[config.mk]
export PLATFORM = sky130hd
export DESIGN_NAME = pwd_watchdog
export DESIGN_NICKNAME = d
export VERILOG_FILES = /design/src/inc/pwd_pkg.sv /design/src/hdl/pwd_watchdog.sv
export VERILOG_INCLUDE_DIRS = /design/src /design/src/inc
export SDC_FILE = /design/constraint.sdc
export NUM_CORES = 1
export LEC_CHECK = 0
export ABC_AREA = 1
export BUFFER_PORTS_ARGS = -buffer_cell sky130_fd_sc_hd__buf_2
export CORE_ASPECT_RATIO = 0.9
export CORE_MARGIN = 1
export CORE_UTILIZATION = 40
export DETAILED_ROUTE_END_ITERATION = 16
export PLACE_DENSITY = 0.65
export SLEW_MARGIN = 20
export SYNTH_ARGS = -nofsm -noshare
export SYNTH_HDL_FRONTEND = slang
export SYNTH_SLANG_ARGS = --single-unit
export TNS_END_PERCENT = 30
[constraint.sdc]
create_clock -name clk_sys -period 1.9 [get_ports clk_sys]
set_clock_uncertainty 0.1 [all_clocks]
set_input_delay 0.38 -clock clk_sys [delete_from_list [all_inputs] [get_ports clk_sys]]
set_output_delay 0.38 -clock clk_sys [all_outputs]
set_load 0.02 [all_outputs]
[src/inc/pwd_map.svh]
// Register addresses, field positions, reset values and timing counts of the watchdog control block.
`ifndef PWD_MAP_SVH
`define PWD_MAP_SVH
`define PWD_ADDR_CTRL        8'hC0
`define PWD_ADDR_KEY         8'hBB
`define PWD_ADDR_PROT        8'hBC
`define PWD_CTRL_RESET       8'h72
`define PWD_PROT_RESET       8'hFF
`define PWD_KEY_RESET        8'h00
`define PWD_BIT_WR_EN        0
`define PWD_BIT_ENABLE       1
`define PWD_BIT_FLAG         2
`define PWD_BIT_IRQ_SEL      3
`define PWD_BIT_LOCK         7
`define PWD_PRE_BASE_SHIFT   5'd9
`define PWD_PRE_LAST_TIMED   4'h7
`define PWD_PRE_AUTO_RESET   4'h8
`define PWD_PRE_DL_RESET     4'h9
`define PWD_FLASH_TOP        14'h3FFF
`define PWD_FLASH_BYTES      3'd5
`define PWD_CNT_ONE          16'h0001
`endif

[src/inc/pwd_pkg.sv]
// Types shared by the protected watchdog control block.
package pwd_pkg;
    typedef struct packed {
        logic [3:0] prescale;
        logic       timeout_irq_select;
        logic       timeout_flag;
        logic       dog_enable;
        logic       guarded_write_enable;
    } pwd_ctrl_t;

    typedef struct packed {
        logic       lock_and_key_msb;
        logic [6:0] flash_key_low_bits;
    } pwd_prot_t;

    typedef enum logic [1:0] {
        PWD_GUARD_IDLE   = 2'b00,
        PWD_GUARD_ARMING = 2'b01,
        PWD_GUARD_OPEN   = 2'b10
    } pwd_guard_t;

    typedef enum logic [1:0] {
        PWD_FL_IDLE  = 2'b00,
        PWD_FL_WRITE = 2'b01
    } pwd_flash_t;
endpackage

[src/hdl/pwd_watchdog.sv]
// Protected watchdog control: guarded control register, lock, timeout and flash protection commit.
`timescale 1ns/1ps
`include "pwd_map.svh"
`default_nettype none

module pwd_watchdog (
    input  wire logic        clk_sys,
    input  wire logic        arst_n,
    input  wire logic [7:0]  sfr_addr,
    input  wire logic        sfr_wr,
    input  wire logic [7:0]  sfr_wdata,
    input  wire logic        sfr_rd,
    input  wire logic        instr_end,
    input  wire logic        xtal_tick,
    input  wire logic        prot_commit_req,
    input  wire logic [39:0] prot_new_bytes,
    output var  logic [7:0]  sfr_rdata,
    output var  logic        sys_reset_req,
    output var  logic        download_reset_req,
    output var  logic        wdt_irq,
    output var  logic        flash_wr_stb,
    output var  logic [13:0] flash_wr_addr,
    output var  logic [7:0]  flash_wr_data,
    output var  logic        prot_key_fail
);

    // Timeout compare value for the timed prescaler codes.
    function automatic logic [15:0] last_count(input logic [3:0] pre);
        logic [4:0] sh;
        sh = `PWD_PRE_BASE_SHIFT + {1'b0, pre};
        last_count = 16'((32'h1 << sh) - 32'h1);
    endfunction

    function automatic logic hit(input logic [7:0] addr, input logic [7:0] want);
        hit = (addr == want);
    endfunction

    pwd_pkg::pwd_ctrl_t  ctrl_reg, ctrl_next;
    pwd_pkg::pwd_prot_t  prot_reg, prot_next;
    pwd_pkg::pwd_guard_t guard_reg, guard_next;
    pwd_pkg::pwd_flash_t fl_reg, fl_next;
    logic [7:0]  key_reg, key_next;
    logic [15:0] cnt_reg, cnt_next;
    logic [2:0]  fl_idx_reg, fl_idx_next;
    logic [39:0] fl_data_reg, fl_data_next;
    logic [7:0]  rdata_reg, rdata_next;
    logic        sysrst_reg, sysrst_next;
    logic        dlrst_reg, dlrst_next;
    logic        irq_reg, irq_next;
    logic        fstb_reg, fstb_next;
    logic [13:0] faddr_reg, faddr_next;
    logic [7:0]  fdata_reg, fdata_next;
    logic        kfail_reg, kfail_next;

    logic ctrl_wr;
    logic timeout;
    logic locked;

    assign ctrl_wr = sfr_wr && hit(sfr_addr, `PWD_ADDR_CTRL);
    assign locked  = !prot_reg.lock_and_key_msb;
    // A timeout is only reachable for the timed codes; invalid codes never expire.
    assign timeout = ctrl_reg.dog_enable && xtal_tick
                     && (ctrl_reg.prescale <= `PWD_PRE_LAST_TIMED)
                     && (cnt_reg == last_count(ctrl_reg.prescale));

    // Guard sequencer: arming is seen in the instruction that sets the bit, the window opens in the next.
    always_comb begin
        guard_next = guard_reg;
        case (guard_reg)
            pwd_pkg::PWD_GUARD_IDLE: begin
                if (ctrl_wr && sfr_wdata[`PWD_BIT_WR_EN]) begin
                    guard_next = instr_end ? pwd_pkg::PWD_GUARD_OPEN : pwd_pkg::PWD_GUARD_ARMING;
                end
            end
            pwd_pkg::PWD_GUARD_ARMING: begin
                if (instr_end) begin
                    guard_next = pwd_pkg::PWD_GUARD_OPEN;
                end
            end
            pwd_pkg::PWD_GUARD_OPEN: begin
                if (instr_end) begin
                    guard_next = pwd_pkg::PWD_GUARD_IDLE;
                end
            end
            default: begin
                guard_next = pwd_pkg::PWD_GUARD_IDLE;
            end
        endcase
    end

    always_comb begin
        ctrl_next = ctrl_reg;
        cnt_next  = cnt_reg;
        ctrl_next.guarded_write_enable = (guard_next != pwd_pkg::PWD_GUARD_IDLE);
        if (ctrl_reg.dog_enable && xtal_tick) begin
            cnt_next = cnt_reg + `PWD_CNT_ONE;
        end
        if (timeout) begin
            cnt_next = '0;
        end
        // Writes outside the open window are dropped; this is the upset protection.
        if (ctrl_wr && guard_reg == pwd_pkg::PWD_GUARD_OPEN) begin
            ctrl_next.prescale = sfr_wdata[7:4];
            if (!locked) begin
                ctrl_next.timeout_irq_select = sfr_wdata[`PWD_BIT_IRQ_SEL];
                ctrl_next.dog_enable         = sfr_wdata[`PWD_BIT_ENABLE];
            end
            if (!sfr_wdata[`PWD_BIT_FLAG]) begin
                ctrl_next.timeout_flag = 1'b0;
            end
            if (sfr_wdata[`PWD_BIT_ENABLE]) begin
                cnt_next = '0;
            end
        end
        if (locked) begin
            ctrl_next.timeout_irq_select = 1'b0;
            ctrl_next.dog_enable         = 1'b1;
        end
        if (timeout) begin
            ctrl_next.timeout_flag = 1'b1;
        end
    end

    // Timeout reset and irq are one-cycle pulses; auto and download resets hold while their code is set and the dog is enabled;
    // the core's reset logic must not reset this block.
    always_comb begin
        sysrst_next = 1'b0;
        dlrst_next  = 1'b0;
        irq_next    = 1'b0;
        if (timeout) begin
            if (ctrl_reg.timeout_irq_select) begin
                irq_next = 1'b1;
            end else begin
                sysrst_next = 1'b1;
            end
        end
        if (ctrl_reg.dog_enable && ctrl_reg.prescale == `PWD_PRE_AUTO_RESET) begin
            sysrst_next = 1'b1;
        end
        if (ctrl_reg.dog_enable && ctrl_reg.prescale == `PWD_PRE_DL_RESET) begin
            dlrst_next = 1'b1;
        end
    end

    // Key register, protection byte and the flash commit sequence.
    always_comb begin
        key_next     = key_reg;
        prot_next    = prot_reg;
        fl_next      = fl_reg;
        fl_idx_next  = fl_idx_reg;
        fl_data_next = fl_data_reg;
        fstb_next    = 1'b0;
        faddr_next   = faddr_reg;
        fdata_next   = fdata_reg;
        kfail_next   = 1'b0;
        if (sfr_wr && hit(sfr_addr, `PWD_ADDR_KEY)) begin
            key_next = sfr_wdata;
        end
        if (sfr_wr && hit(sfr_addr, `PWD_ADDR_PROT)) begin
            prot_next = sfr_wdata;
        end
        case (fl_reg)
            pwd_pkg::PWD_FL_IDLE: begin
                if (prot_commit_req) begin
                    if (prot_reg == key_reg) begin
                        fl_next      = pwd_pkg::PWD_FL_WRITE;
                        fl_idx_next  = '0;
                        fl_data_next = prot_new_bytes;
                    end else begin
                        kfail_next = 1'b1;
                    end
                end
            end
            pwd_pkg::PWD_FL_WRITE: begin
                fstb_next    = 1'b1;
                faddr_next   = `PWD_FLASH_TOP - 14'(fl_idx_reg);
                fdata_next   = fl_data_reg[39:32];
                fl_data_next = {fl_data_reg[31:0], 8'h00};
                fl_idx_next  = fl_idx_reg + 3'd1;
                if (fl_idx_reg == `PWD_FLASH_BYTES - 3'd1) begin
                    fl_next = pwd_pkg::PWD_FL_IDLE;
                end
            end
            default: begin
                fl_next = pwd_pkg::PWD_FL_IDLE;
            end
        endcase
    end

    always_comb begin
        rdata_next = rdata_reg;
        if (sfr_rd) begin
            if (hit(sfr_addr, `PWD_ADDR_CTRL)) begin
                rdata_next = ctrl_reg;
            end else if (hit(sfr_addr, `PWD_ADDR_KEY)) begin
                rdata_next = key_reg;
            end else if (hit(sfr_addr, `PWD_ADDR_PROT)) begin
                rdata_next = prot_reg;
            end else begin
                rdata_next = 8'h00;
            end
        end
    end

    always_ff @(posedge clk_sys or negedge arst_n) begin
        if (!arst_n) begin
            ctrl_reg    <= `PWD_CTRL_RESET;
            prot_reg    <= `PWD_PROT_RESET;
            guard_reg   <= pwd_pkg::PWD_GUARD_IDLE;
            fl_reg      <= pwd_pkg::PWD_FL_IDLE;
            key_reg     <= `PWD_KEY_RESET;
            cnt_reg     <= '0;
            fl_idx_reg  <= '0;
            fl_data_reg <= '0;
            rdata_reg   <= '0;
            sysrst_reg  <= 1'b0;
            dlrst_reg   <= 1'b0;
            irq_reg     <= 1'b0;
            fstb_reg    <= 1'b0;
            faddr_reg   <= '0;
            fdata_reg   <= '0;
            kfail_reg   <= 1'b0;
        end else begin
            ctrl_reg    <= ctrl_next;
            prot_reg    <= prot_next;
            guard_reg   <= guard_next;
            fl_reg      <= fl_next;
            key_reg     <= key_next;
            cnt_reg     <= cnt_next;
            fl_idx_reg  <= fl_idx_next;
            fl_data_reg <= fl_data_next;
            rdata_reg   <= rdata_next;
            sysrst_reg  <= sysrst_next;
            dlrst_reg   <= dlrst_next;
            irq_reg     <= irq_next;
            fstb_reg    <= fstb_next;
            faddr_reg   <= faddr_next;
            fdata_reg   <= fdata_next;
            kfail_reg   <= kfail_next;
        end
    end

    assign sfr_rdata          = rdata_reg;
    assign sys_reset_req      = sysrst_reg;
    assign download_reset_req = dlrst_reg;
    assign wdt_irq            = irq_reg;
    assign flash_wr_stb       = fstb_reg;
    assign flash_wr_addr      = faddr_reg;
    assign flash_wr_data      = fdata_reg;
    assign prot_key_fail      = kfail_reg;

endmodule

`default_nettype wire

==> results.json <==
{
  "clkPwrFrac_pct": 24.7,
  "cp-start-kind": "flip-flop",
  "num_rows": 42,
  "r2r_end": "cnt_reg[9]",
  "die_y_um": 119,
  "antenna_found_initial": 0,
  "die_x_um": 132,
  "synth_area_um2": 6120,
  "crit_required_ns": 2.05,
  "worstHoldEndpoint": "guard_reg[0]",
  "design_area_um2": 7320,
  "synthDistinctLibCells": 42,
  "tightestPinTransition_ns": 0.591,
  "nNetsFinal": 935,
  "syn_inst": 759,
  "max-vdd-ir-drop_v": 0.000604,
  "grt_usage_pct": 18.6,
  "synth_area_leaders": "dfrtp_1 40%, nand2_1 17%, o21ai_2 6.9%, inv_1 5.3%, dfstp_2 5.2%",
  "cp_max_fo": 5,
  "clk_latency_ns": 0.36,
  "synthTopCellsByCount": "275 x nand2_1, 99 x dfrtp_1, 87 x inv_1",
  "gp_congestion": 0.849,
  "grt_pass1_wl_mm": 23.4,
  "synth.top_cell.area_share_pct": 40.5,
  "diodes": 0,
  "rrSetupSlack_ns": 0.01,
  "slew_headroom_pct": 60.6,
  "p_leak_nw": 3.75,
  "dominantRegCellSynth": "dfrtp_1",
  "placed_cell_area_um2": 6820,
  "switching_share_pct": 37.3,
  "total_power_mw": 7.63,
  "area_growth_pct": 19.5,
  "core_area_um2": 14800,
  "grt_max_degree": 76,
  "synth_edf_count": 0,
  "min_period_ns": 1.89,
  "yosysWarnings": 0,
  "rsz0062_at_grt": "true",
  "seqPwrFrac_pct": 42.0,
  "wl_per_cell_um": 12.9,
  "status": "finished clean",
  "post-synth-top-count-cell": "nand2_1",
  "rr_worst_depth": 9,
  "yosysSeqAreaShare_pct": 45.6,
  "dpl.hpwl_mm": 9.99,
  "layout-drive-gt1-share_pct": 31.3,
  "dpl.cell_count": 1042,
  "final_cells": 1071,
  "pwr-share-comb_pct": 33.3,
  "critical_path_class": "flip-flop to flip-flop",
  "synth_top_area_cell": "dfrtp_1",
  "cts_max_level": 3,
  "grt_pass1_vias": 4800,
  "crit_path_end_kind": "flip-flop",
  "globalRouteOverflowTotal": 0,
  "slew_violations": 0,
  "finalSetupViolations": 0,
  "cts_tree": "built",
  "switchingPower_mw": 2.85,
  "clkTransAtPathRegs_ns": 0.08,
  "drv_cap": 0,
  "report.final.hold_viol_count": 0,
  "finalCritPeriodShare_pct": 99.3,
  "drt-pass1-iter-count": 5,
  "cts_buffer_depth": 2,
  "cts_buffers": 9,
  "hp-class": "input port to flip-flop",
  "async_flop_share_pct": 100,
  "p_per_area_nw_per_um2": 1040,
  "synth.ff_latch_count": 111,
  "initial_utilization_pct": 41.3,
  "num_io_pins": 98,
  "worstHoldStart": "instr_end",
  "timing.rr.start": "ctrl_reg[1]",
  "max_freq_mhz": 530,
  "cts.sinks": 111,
  "drtIter0Drc": 276,
  "io_buffers": 97,
  "largest_register_ffs": 40,
  "drc": 0,
  "ant_nets": 0,
  "p_int_mw": 4.79,
  "vias": 5014,
  "finalWirelength_mm": 13.8,
  "hold_depth": 2,
  "cp.arrival_ns": 2.04,
  "dieArea_um2": 15800,
  "syn_avg_cell_area_um2": 8.06,
  "cts_root_buf": "clkbuf_16",
  "viasPerCell": 4.68
}
power by group through the flow:
stage	clock network (mW)	registers [mW]	logic (mW)
after global placement	0	3.24	2.50
after detailed placement	0	3.25	2.53
after floorplan	0	3.31	1.78
after global routing	2.04	3.28	2.89
after CTS	1.94	3.21	2.55
final	1.89	3.21	2.54
cell type report:
type | count | area, um^2
clock buffers | 9 | 225
clock inverters | 7 | 76.3
fillers | 1456 | 7500
inverters | 94 | 370
multi-input cells | 523 | 2810
flip-flops and latches | 111 | 2790
well taps | 198 | 248
repair buffers | 129 | 793
repair_timing:
action,4_1_cts,5_1_grt
setup buffers,2,9
cloned,1,0
pin swaps,5,14
resized for setup,8,19
hold endpoints to repair,27,0
endpoints found under the setup margin,8,38
hold buffers,1,0
worst max path at each step:
stage                     start               to  slack (ns)  depth (start not counted)
floorplan           prot_reg[4]  fl_data_reg[18]        0.25                          9
finish              ctrl_reg[1]       cnt_reg[9]        0.01                          9
CTS                 ctrl_reg[1]       cnt_reg[8]        0.01                          9
global placement    prot_reg[4]  fl_data_reg[27]        0.07                         10
global route        ctrl_reg[7]      cnt_reg[11]       -0.08                         10
detailed placement  ctrl_reg[1]      cnt_reg[13]      -0.007                          9
layout by cell type (no fill, tap or decap), types with 9 or more instances in the layout:
cell type  count
nor2_1        35
nor2_2        10
inv_2          9
o21ai_0       43
buf_4         27
o21ai_2       48
nand3_1       34
inv_1         83
dfstp_2       12
clkbuf_16      9
xnor2_1        9
nand2_2       19
dfrtp_1       98
nand2_1      266
buf_2         96
kinds of logic after synthesis:
kind of cell               synth area share (%)
DFF                                        45.6
AOI/OAI and AO/OA                          11.7
other                                    0.0613
and+or+nand+nor                            29.7
buffers and inverters                      10.1
adders and majority gates                 0.818
xor gates and xnor gates                   2.00
worst max-delay path, cell delays in order, from the launching register on:
cell,delay [ns]
dfstp_2,0.59
nand2_4,0.09
clkinv_4,0.06
nand2_2,0.09
nor2_4,0.11
nand3_4,0.08
nor3_4,0.32
nand3_4,0.19
nand2_2,0.11
inv_2,0.03
stage by stage:
stage          utilization [%]  setup slack (ns)  setup TNS, ns  hold WS, ns
6_report                  49.4            0.0125              0       0.0762
5_1_grt                   49.4           -0.0815         -0.489       0.0612
4_1_cts                   48.5           0.00994              0       0.0641
3_5_place_dp              46.0          -0.00721       -0.00721        0.321
3_3_place_gp              46.0            0.0743              0        0.322
2_1_floorplan                -             0.249              0      -0.0156
per-layer routing:
metal / vias up / track usage [%] / wire [um] / part of all wire [%]
met3: 9 / 4.73 / 634 / 4.6
met4: 0 / 4.24 / 115 / 0.83
met2: 118 / 28.4 / 6260 / 45
met1: 2310 / 26.4 / 6830 / 49
met5: - / 0 / 0 / 0
li1: 2577 / - / - / -
Note: power is estimated with default switching activity, not from simulation.
